### config.mk
export PLATFORM = sky130hd
export DESIGN_NAME = tgtxf_top
export DESIGN_NICKNAME = d
export VERILOG_FILES = /design/src/verilog/tgtxf_pkg.sv /design/src/verilog/tgtxf_top.sv
export SDC_FILE = /design/constraint.sdc
export NUM_CORES = 2
export LEC_CHECK = 0
export ABC_AREA = 0
export BUFFER_PORTS_ARGS = -buffer_cell sky130_fd_sc_hd__buf_4
export CAP_MARGIN = 20
export CORE_ASPECT_RATIO = 1.4
export CORE_MARGIN = 2
export CORE_UTILIZATION = 37
export CTS_CLUSTER_SIZE = 30
export DETAILED_ROUTE_END_ITERATION = 12
export PLACE_DENSITY = 0.57
export SLEW_MARGIN = 15
export SYNTH_ARGS = -nofsm -noshare
export SYNTH_HDL_FRONTEND = slang
export SYNTH_SLANG_ARGS = --single-unit
export TNS_END_PERCENT = 100
### constraint.sdc
create_clock -name mclk_in -period 16.8 [get_ports mclk_in]
set_input_delay 0.84 -clock mclk_in [delete_from_list [all_inputs] [get_ports mclk_in]]
set_output_delay 0.84 -clock mclk_in [all_outputs]
set_load 0.02 [all_outputs]
### src/verilog/tgtxf_pkg.sv
package tgtxf_pkg;
   localparam int DEPTH = 32;
   localparam int PTR_W = 5;
   localparam int CNT_W = 6;
   localparam int DATA_W = 64;
   localparam int CTRL_W = 9;
   localparam int FAB_W = 67;
   localparam int PMA_W = 64;
   localparam int DATA_KEEP = (FAB_W >= 64) ? 64 : FAB_W;
   localparam int CTRL_KEEP = (FAB_W == 67) ? 3 : ((FAB_W == 66) ? 2 : 9);
   localparam logic [63:0] DATA_MASK = {64{1'b1}} >> (64 - DATA_KEEP);
   localparam logic [8:0] CTRL_MASK = 9'h1ff >> (9 - CTRL_KEEP);
   localparam logic [7:0] OFS_CTRL = 8'h00;
   localparam logic [7:0] OFS_THR = 8'h04;
   localparam logic [7:0] OFS_STAT = 8'h08;
   localparam logic [7:0] OFS_ISTAT = 8'h0c;
   localparam logic [7:0] OFS_IMASK = 8'h10;
   localparam logic [7:0] OFS_DIV = 8'h14;
   localparam int CTRL_INV_BIT = 2;
   localparam int CTRL_BASER_BIT = 3;
   localparam int THR_FULL_LSB = 0;
   localparam int THR_PFULL_LSB = 8;
   localparam int THR_PEMPTY_LSB = 16;
   localparam int THR_EMPTY_LSB = 24;
   localparam int STAT_FLAG_LSB = 8;
   localparam int IRQ_OVF_BIT = 0;
   localparam int IRQ_UNF_BIT = 1;
   localparam logic [31:0] CTRL_RST = 32'h0000_0001;
   localparam logic [31:0] THR_RST = 32'h0004_171f;
   localparam logic [31:0] DIV_RST = 32'h0000_0000;
   localparam logic [1:0] RESP_OKAY = 2'h0;
   localparam logic [1:0] RESP_SLVERR = 2'h2;
   typedef enum logic [1:0] {
      MODE_ILK,
      MODE_PHASE,
      MODE_REG
   } tgtxf_mode_type;
   typedef struct packed {
      logic [DATA_W-1:0] data;
      logic [CTRL_W-1:0] ctrl;
   } tgtxf_word_type;
endpackage

### src/verilog/tgtxf_top.sv
// Local design decisions: the register offsets and the AXI4-Lite register port.
`timescale 1ns/100ps
// Functional notes
// - Transmit queue stores 32 entries of 73 bits, written by fabric, read by PCS.
// - Full, empty, partial full and partial empty flags compare occupancy to thresholds.
// - Interlaken mode is elastic; writes may outpace the slower read rate.
// - Interlaken mode reads only when the frame generator requests a word.
// - Phase mode reads one word on every read tick, absorbing phase only.
// - Register mode bypasses storage; word and valid pass one output register.
// - Full threshold 0 to 31, default 31; full flag on write side.
// - 66-bit width uses 64 data bits and two low control bits.
// - 67-bit width uses 64 data bits and three low control bits.
// - PCS to PMA width is fixed at build time to 32, 40 or 64.
// - Fabric width is fixed at build time to 32, 40, 50, 64, 66 or 67.
// - Outgoing data can be inverted at run time by a control bit.
// - Empty threshold 0 to 31 default 0; partial full default 23.
// - Empty flag is updated on read ticks and held between them.
// - In 10GBASE-R mode, pulse on each deleted word and each inserted word.
// - Partial full threshold 0 to 31; flag on write side.
module tgtxf_top
   import tgtxf_pkg::*;
(
   input  wire logic                     mclk_in,
   input  wire logic                     rst_in,
   input  wire tgtxf_pkg::tgtxf_word_type fab_word_in,
   input  wire logic                     fab_valid_in,
   input  wire logic                     frame_rd_in,
   output logic [tgtxf_pkg::PMA_W-1:0]   pma_data_out,
   output logic [tgtxf_pkg::CTRL_W-1:0]  pma_ctrl_out,
   output logic                          pma_valid_out,
   output logic                          txq_full_flag_out,
   output logic                          txq_partial_full_flag_out,
   output logic                          txq_empty_flag_out,
   output logic                          txq_partial_empty_flag_out,
   output logic                          txq_word_deleted_pulse_out,
   output logic                          txq_word_inserted_pulse_out,
   output logic                          irq_out,
   input  wire logic [7:0]               s_axi_awaddr_in,
   input  wire logic                     s_axi_awvalid_in,
   output logic                          s_axi_awready_out,
   input  wire logic [31:0]              s_axi_wdata_in,
   input  wire logic [3:0]               s_axi_wstrb_in,
   input  wire logic                     s_axi_wvalid_in,
   output logic                          s_axi_wready_out,
   output logic [1:0]                    s_axi_bresp_out,
   output logic                          s_axi_bvalid_out,
   input  wire logic                     s_axi_bready_in,
   input  wire logic [7:0]               s_axi_araddr_in,
   input  wire logic                     s_axi_arvalid_in,
   output logic                          s_axi_arready_out,
   output logic [31:0]                   s_axi_rdata_out,
   output logic [1:0]                    s_axi_rresp_out,
   output logic                          s_axi_rvalid_out,
   input  wire logic                     s_axi_rready_in
);
   import tgtxf_pkg::*;

   function automatic logic [31:0] merge(input logic [31:0] old_v,
                                         input logic [31:0] new_v,
                                         input logic [3:0]  strb);
      logic [31:0] r;
      r = old_v;
      for (int i = 0; i < 4; i++) begin
         if (strb[i]) begin
            r[8*i +: 8] = new_v[8*i +: 8];
         end
      end
      return r;
   endfunction

   tgtxf_word_type       mem_q [DEPTH];
   logic [PTR_W-1:0]     wptr_q, rptr_q;
   logic [CNT_W-1:0]     cnt_q, cnt_d;
   logic [31:0]          ctrl_q, thr_q, istat_q, imask_q, div_q;
   logic [31:0]          divcnt_q;
   logic [7:0]           aw_addr_q;
   logic [31:0]          w_data_q;
   logic [3:0]           w_strb_q;
   logic                 aw_have_q, w_have_q;
   tgtxf_word_type       last_q;

   wire tgtxf_mode_type  mode = (ctrl_q[1:0] == 2'h0) ? MODE_ILK :
                                (ctrl_q[1:0] == 2'h1) ? MODE_PHASE :
                                MODE_REG;
   wire                  inv = ctrl_q[CTRL_INV_BIT];
   wire                  base_r = ctrl_q[CTRL_BASER_BIT];
   wire [4:0]            thr_full = thr_q[THR_FULL_LSB +: 5];
   wire [4:0]            thr_pfull = thr_q[THR_PFULL_LSB +: 5];
   wire [4:0]            thr_pempty = thr_q[THR_PEMPTY_LSB +: 5];
   wire [4:0]            thr_empty = thr_q[THR_EMPTY_LSB +: 5];

   // Masking narrows the word to the build-time width.
   wire tgtxf_word_type  in_word = '{data: fab_word_in.data & DATA_MASK,
                                     ctrl: fab_word_in.ctrl & CTRL_MASK};
   // A divider written below the running count ticks at once, not on wrap.
   wire                  rd_tick = (divcnt_q >= div_q);
   wire                  rd_want = rd_tick && ((mode == MODE_PHASE) ||
                                   (mode == MODE_ILK && frame_rd_in));
   wire                  stored = (mode != MODE_REG);
   wire                  is_full = (cnt_q == CNT_W'(DEPTH));
   wire                  is_empty = (cnt_q == '0);
   wire                  wr_go = stored && fab_valid_in && !is_full;
   wire                  ovf = stored && fab_valid_in && is_full;
   wire                  rd_go = stored && rd_want && !is_empty;
   wire                  unf = stored && rd_want && is_empty;
   wire tgtxf_word_type  rd_word = unf ? last_q : mem_q[rptr_q];
   wire [63:0]           out_src = (mode == MODE_REG) ? in_word.data :
                                   rd_word.data;
   wire [8:0]            ctrl_src = (mode == MODE_REG) ? in_word.ctrl :
                                    rd_word.ctrl;

   wire                  aw_take = s_axi_awvalid_in && s_axi_awready_out;
   wire                  w_take = s_axi_wvalid_in && s_axi_wready_out;
   wire                  wr_do = aw_have_q && w_have_q;
   wire                  ar_take = s_axi_arvalid_in && s_axi_arready_out;
   wire                  aw_have_d = (aw_have_q || aw_take) && !wr_do;
   wire                  w_have_d = (w_have_q || w_take) && !wr_do;
   wire                  bvalid_d = (s_axi_bvalid_out && !s_axi_bready_in)
                                    || wr_do;
   wire                  rvalid_d = (s_axi_rvalid_out && !s_axi_rready_in)
                                    || ar_take;
   wire                  wa_ctrl = wr_do && (aw_addr_q == OFS_CTRL);
   wire                  wa_thr = wr_do && (aw_addr_q == OFS_THR);
   wire                  wa_istat = wr_do && (aw_addr_q == OFS_ISTAT);
   wire                  wa_imask = wr_do && (aw_addr_q == OFS_IMASK);
   wire                  wa_div = wr_do && (aw_addr_q == OFS_DIV);
   wire                  wa_ok = wa_ctrl || wa_thr || wa_istat ||
                                 wa_imask || wa_div ||
                                 (aw_addr_q == OFS_STAT);
   wire [31:0]           w_clr = merge(32'h0, w_data_q, w_strb_q);
   wire [1:0]            ev = {unf, ovf};
   wire [31:0]           istat_d = (istat_q & ~(wa_istat ? w_clr : 32'h0))
                                   | {30'h0, ev};
   wire [31:0]           stat_v = {20'h0, txq_partial_empty_flag_out,
                                   txq_empty_flag_out,
                                   txq_partial_full_flag_out,
                                   txq_full_flag_out, 2'h0, cnt_q};
   wire                  ra_ok;
   wire [31:0]           ra_data;

   assign ra_ok = (s_axi_araddr_in == OFS_CTRL) ||
                  (s_axi_araddr_in == OFS_THR) ||
                  (s_axi_araddr_in == OFS_STAT) ||
                  (s_axi_araddr_in == OFS_ISTAT) ||
                  (s_axi_araddr_in == OFS_IMASK) ||
                  (s_axi_araddr_in == OFS_DIV);
   assign ra_data = (s_axi_araddr_in == OFS_CTRL) ? ctrl_q :
                    (s_axi_araddr_in == OFS_THR) ? thr_q :
                    (s_axi_araddr_in == OFS_STAT) ? stat_v :
                    (s_axi_araddr_in == OFS_ISTAT) ? istat_q :
                    (s_axi_araddr_in == OFS_IMASK) ? imask_q :
                    (s_axi_araddr_in == OFS_DIV) ? div_q : 32'h0;

   // Occupancy moves by one per write and per read.
   assign cnt_d = cnt_q + CNT_W'(wr_go) - CNT_W'(rd_go);

   // Storage array of 32 words of 73 bits.
   always_ff @(posedge mclk_in) begin
      if (wr_go) begin
         mem_q[wptr_q] <= in_word;
      end
   end

   always_ff @(posedge mclk_in or posedge rst_in) begin
      if (rst_in) begin
         wptr_q <= '0;
         rptr_q <= '0;
         cnt_q <= '0;
         divcnt_q <= '0;
         last_q <= '0;
      end else begin
         wptr_q <= wptr_q + PTR_W'(wr_go);
         rptr_q <= stored ? rptr_q + PTR_W'(rd_go) : wptr_q;
         cnt_q <= stored ? cnt_d : '0;
         divcnt_q <= rd_tick ? 32'h0 : divcnt_q + 32'h1;
         if (rd_go) begin
            last_q <= mem_q[rptr_q];
         end
      end
   end

   // Reads follow the frame generator or every tick by mode.
   // Register mode passes the fabric word through one stage.
   // Inversion of outgoing data is a run-time bit.
   always_ff @(posedge mclk_in or posedge rst_in) begin
      if (rst_in) begin
         pma_data_out <= '0;
         pma_ctrl_out <= '0;
         pma_valid_out <= 1'b0;
      end else begin
         pma_data_out <= out_src ^ {PMA_W{inv}};
         pma_ctrl_out <= ctrl_src;
         pma_valid_out <= (mode == MODE_REG) ? fab_valid_in :
                          (rd_go || (unf && base_r));
      end
   end

   // Threshold flags follow next occupancy.
   // Empty side is refreshed only on read ticks and held between.
   // Deleted and inserted pulses in 10GBASE-R mode.
   always_ff @(posedge mclk_in or posedge rst_in) begin
      if (rst_in) begin
         txq_full_flag_out <= 1'b0;
         txq_partial_full_flag_out <= 1'b0;
         txq_empty_flag_out <= 1'b1;
         txq_partial_empty_flag_out <= 1'b1;
         txq_word_deleted_pulse_out <= 1'b0;
         txq_word_inserted_pulse_out <= 1'b0;
         irq_out <= 1'b0;
      end else begin
         txq_full_flag_out <= cnt_d >= {1'b0, thr_full};
         txq_partial_full_flag_out <= cnt_d >= {1'b0, thr_pfull};
         if (rd_tick) begin
            txq_empty_flag_out <= cnt_d <= {1'b0, thr_empty};
            txq_partial_empty_flag_out <= cnt_d <= {1'b0, thr_pempty};
         end
         txq_word_deleted_pulse_out <= base_r && ovf;
         txq_word_inserted_pulse_out <= base_r && unf;
         irq_out <= |(istat_d & imask_q);
      end
   end

   always_ff @(posedge mclk_in or posedge rst_in) begin
      if (rst_in) begin
         ctrl_q <= CTRL_RST;
         thr_q <= THR_RST;
         div_q <= DIV_RST;
         imask_q <= 32'h0;
         istat_q <= 32'h0;
      end else begin
         ctrl_q <= wa_ctrl ? merge(ctrl_q, w_data_q, w_strb_q) & 32'hf
                           : ctrl_q;
         thr_q <= wa_thr ? merge(thr_q, w_data_q, w_strb_q) & 32'h1f1f1f1f
                         : thr_q;
         div_q <= wa_div ? merge(div_q, w_data_q, w_strb_q) : div_q;
         imask_q <= wa_imask ? merge(imask_q, w_data_q, w_strb_q) & 32'h3
                             : imask_q;
         istat_q <= istat_d;
      end
   end

   always_ff @(posedge mclk_in or posedge rst_in) begin
      if (rst_in) begin
         aw_have_q <= 1'b0;
         w_have_q <= 1'b0;
         aw_addr_q <= '0;
         w_data_q <= '0;
         w_strb_q <= '0;
         s_axi_awready_out <= 1'b0;
         s_axi_wready_out <= 1'b0;
         s_axi_bvalid_out <= 1'b0;
         s_axi_bresp_out <= RESP_OKAY;
      end else begin
         aw_have_q <= aw_have_d;
         w_have_q <= w_have_d;
         if (aw_take) begin
            aw_addr_q <= s_axi_awaddr_in;
         end
         if (w_take) begin
            w_data_q <= s_axi_wdata_in;
            w_strb_q <= s_axi_wstrb_in;
         end
         s_axi_awready_out <= !aw_have_d && !bvalid_d;
         s_axi_wready_out <= !w_have_d && !bvalid_d;
         s_axi_bvalid_out <= bvalid_d;
         if (wr_do) begin
            s_axi_bresp_out <= wa_ok ? RESP_OKAY : RESP_SLVERR;
         end
      end
   end

   always_ff @(posedge mclk_in or posedge rst_in) begin
      if (rst_in) begin
         s_axi_arready_out <= 1'b0;
         s_axi_rvalid_out <= 1'b0;
         s_axi_rdata_out <= '0;
         s_axi_rresp_out <= RESP_OKAY;
      end else begin
         s_axi_arready_out <= !rvalid_d;
         s_axi_rvalid_out <= rvalid_d;
         if (ar_take) begin
            s_axi_rdata_out <= ra_data;
            s_axi_rresp_out <= ra_ok ? RESP_OKAY : RESP_SLVERR;
         end
      end
   end
endmodule // tgtxf_top

==> out/qor.yml <==
ys_seq_area_share_pct: 74.0
area_growth_pct: 14.2
crit_required_ns: 17.60
setup_tns_ns: 0
grt_use_total_pct: 19.4
power.share.clock_pct: 28.7
numCtsBuffers: 244
reg2reg_depth: 20
synth_ff_type: "edfxtp_1"
cts_setup_buffers: 0
rrSetupSlack_ns: 10.60
drtPass1Iterations: 6
rr_startpoint: "div_q[30]$_DFFE_PP0P_"
ant_nets: 0
maxCapViolations: 0
p_sw_uw: 6200
die_y_um: 617
root_buffer: "clkbuf_16"
synth_edf_count: 2144
peakVddDrop_mv: 0.164
post-place-ws_ns: 10.42
cts.clk_slew.worst_paths_ns: 0.06
crit_path_start_kind: "register"
cts_tree: "built"
p_leak_uw: 0.0382
ctsHoldBuffers: 0
first_global_vias: 54000
worst_pin_slew_ns: 1.17
cp.arrival_ns: 7.00
insertion_delay_ns: 0.95
grt_pass1_wl_um: 387000
pwr-share-comb_pct: 30.5
synth_area_per_cell_um2: 18.4
period_minus_slack_ns: 6.20
worstSetupPathType: "register to register"
finalSetupViolations: 0
vias: 52800
fin_nets: 5886
htreeDepth: 4
maxSlewViolCount: 0
rsz0062_at_grt: "no"
rr_endpoint: "txq_empty_flag_out$_DFFE_PP1N_"
slew_headroom_pct: 22.2
drt_iter0_markers: 5117
place_congestion: 0.799
wirelength_um: 270000
routed_via_density: 5.61
status: "completed"
antenna_found_initial: 20
fin_util_pct: 42.4
syn_area_um2: 99300
core_area_um2: 268000
placed_area_um2: 105000
wire_per_inst_um: 28.7
max_freq_ghz: 0.161
cp_max_fo: 34
finClkSkew_ns: 0.120
p_seq_share_pct: 40.9
hold_viol: 0
die_w_um: 442
fill_cells: 23300
synth_seq_cells: 2509
final_area_um2: 113000
place_hpwl_um: 147000
yosysWarnings: 0
startpoint: "div_q[30]$_DFFE_PP0P_"
grt_max_degree: 150
final_cell_mix: "2,144 x edfxtp_1, 371 x mux4_2, 363 x buf_4, 351 x mux2i_1, 346 x dfrtp_1"
synthCells: 5396
period_share_pct: 36.9
rows: 225
clkSinkCount: 2509
post_synth_num_cell_types: 66
cts.path.max_buffers: 4
start_util_pct: 37.1
cts.repair.resized: 0
timing.final.ws_setup_ns: 10.60
drive_gt1_share_pct: 23.1
worstSetupEndpointType: "register"
port_buffers: 241
hold_path.class: "input pin to async pin"
layout_commonest_cell: "edfxtp_1"
drc: 0
cellPowerDensity_nw_per_um2: 168
io_pins: 256
grt_remaining_overflow: 0
die-area_um2: 273000
async_reset_ff_share_pct: 14.5
power.internal_uw: 12900
netSwitchingFraction_pct: 32.5
power_uw: 19100
## worst max-delay path by stage
| stage | to | slack [ns] | cells after the start |
|---|---|---|---|
| final | txq_empty_flag_out$_DFFE_PP1N_ | 10.60 | 20 |
| after global routing | txq_partial_empty_flag_out$_DFFE_PP1N_ | 10.25 | 19 |
| after CTS | txq_empty_flag_out$_DFFE_PP1N_ | 10.33 | 19 |
| after detailed placement | txq_empty_flag_out$_DFFE_PP1N_ | 10.42 | 19 |
| after global placement | txq_empty_flag_out$_DFFE_PP1N_ | 10.41 | 19 |
| after floorplan | aw_addr_q[0]$_DFFE_PP0P_ | 5.85 | 1 |
## logic make-up (layout without fill, tap and decap cells)
kind of cell / after synthesis / in the layout / synth area share, %
buf+inv: 398 / 883 / 1.79
other cells: 1 / 15 / 0.00378
flops: 2509 / 2509 / 74.0
compound gates: 799 / 799 / 5.49
simple gates: 688 / 688 / 3.53
xor+xnor: 40 / 40 / 0.353
mux: 894 / 894 / 13.9
fa+ha+maj: 67 / 67 / 0.852
## sequential cells by signal (all words and copies together) (netlist names), 2 cells and up
name,count
wptr_q,5
w_data_q,32
mem_q,2144
divcnt_q,32
div_q,32
istat_q,32
last_q,67
thr_q,20
ctrl_q,4
w_strb_q,4
cnt_q,6
rptr_q,5
aw_addr_q,8
s_axi_rdata_out,32
pma_ctrl_out,3
imask_q,2
pma_data_out,64
## final cells by class
class                           count  area, µm²  share of cell area (%)
Antenna cell                        7       17.5                  0.0154
Clock buffer                      300       6460                    5.69
Clock inverter                    149       1480                    1.31
Inverter                           64        248                   0.218
Multi-Input combinational cell   2496      24400                    21.5
Sequential cell                  2509      73600                    64.8
Tap cell                         3518       4400                    3.88
Timing Repair Buffer              370       2880                    2.54
## power groups by stage
stage | clock, µW | combinational [µW] | sequential [µW]
2_1_floorplan | 0 | 3950 | 7870
4_1_cts | 5580 | 5890 | 7820
3_3_place_gp | 0 | 5820 | 7910
3_5_place_dp | 0 | 5870 | 7940
5_1_grt | 5800 | 6250 | 7870
6_report | 5480 | 5820 | 7810
## per-stage QoR
| stage | instances | hold WS [ns] |
|---|---|---|
| after floorplan | 5403 | 0.442 |
| after global placement | 8954 | 0.464 |
| after detailed placement | 8956 | 0.468 |
| after CTS | 9405 | 0.0798 |
| after global routing | 9410 | 0.112 |
| final | 9413 | 0.108 |
## critical path, stage by stage, from the launching register on
cell,delay (ns)
dfrtp_1,0.37
inv_1,0.06
ha_1,0.34
a21oi_1,0.22
nand2_1,0.08
a221o_1,0.36
a211oi_2,0.69
nand2_2,0.63
and3_4,0.53
ha_1,0.36
inv_1,0.04
ha_1,0.20
fa_1,0.44
xor2_1,0.59
ha_1,0.37
o21a_1,0.11
o21a_1,0.16
o21a_1,0.16
o22ai_1,0.17
nand3_1,0.10
nand2_1,0.10
## per-layer routing
metal  track usage (%)  wire, µm  vias to the layer above
met5                 0        62                        -
met1              24.3    107000                    28300
met2              34.8    140000                     1631
met4              6.31      8510                       10
li1                  -         -                    22400
met3              2.57     13800                      477
## cell usage after synthesis (all sizes together), types with 44 or more instances
master | instances | area share (%)
dfrtp | 352 | 8.9
mux2 | 172 | 2.0
inv | 64 | 0.24
or3 | 82 | 0.52
a211oi | 78 | 0.59
a22oi | 125 | 0.94
nand2 | 123 | 0.47
clkbuf | 182 | 0.69
mux4 | 371 | 8.4
buf | 152 | 0.86
nand3 | 91 | 0.46
ha | 66 | 0.83
a221oi | 46 | 0.41
mux2i | 351 | 3.5
nand4 | 54 | 0.34
a21oi | 155 | 0.78
o22ai | 66 | 0.42
nor2 | 182 | 0.69
o21ai | 135 | 0.68
edfxtp | 2144 | 65
o221ai | 44 | 0.39
Power figures use the tool's default switching activity.
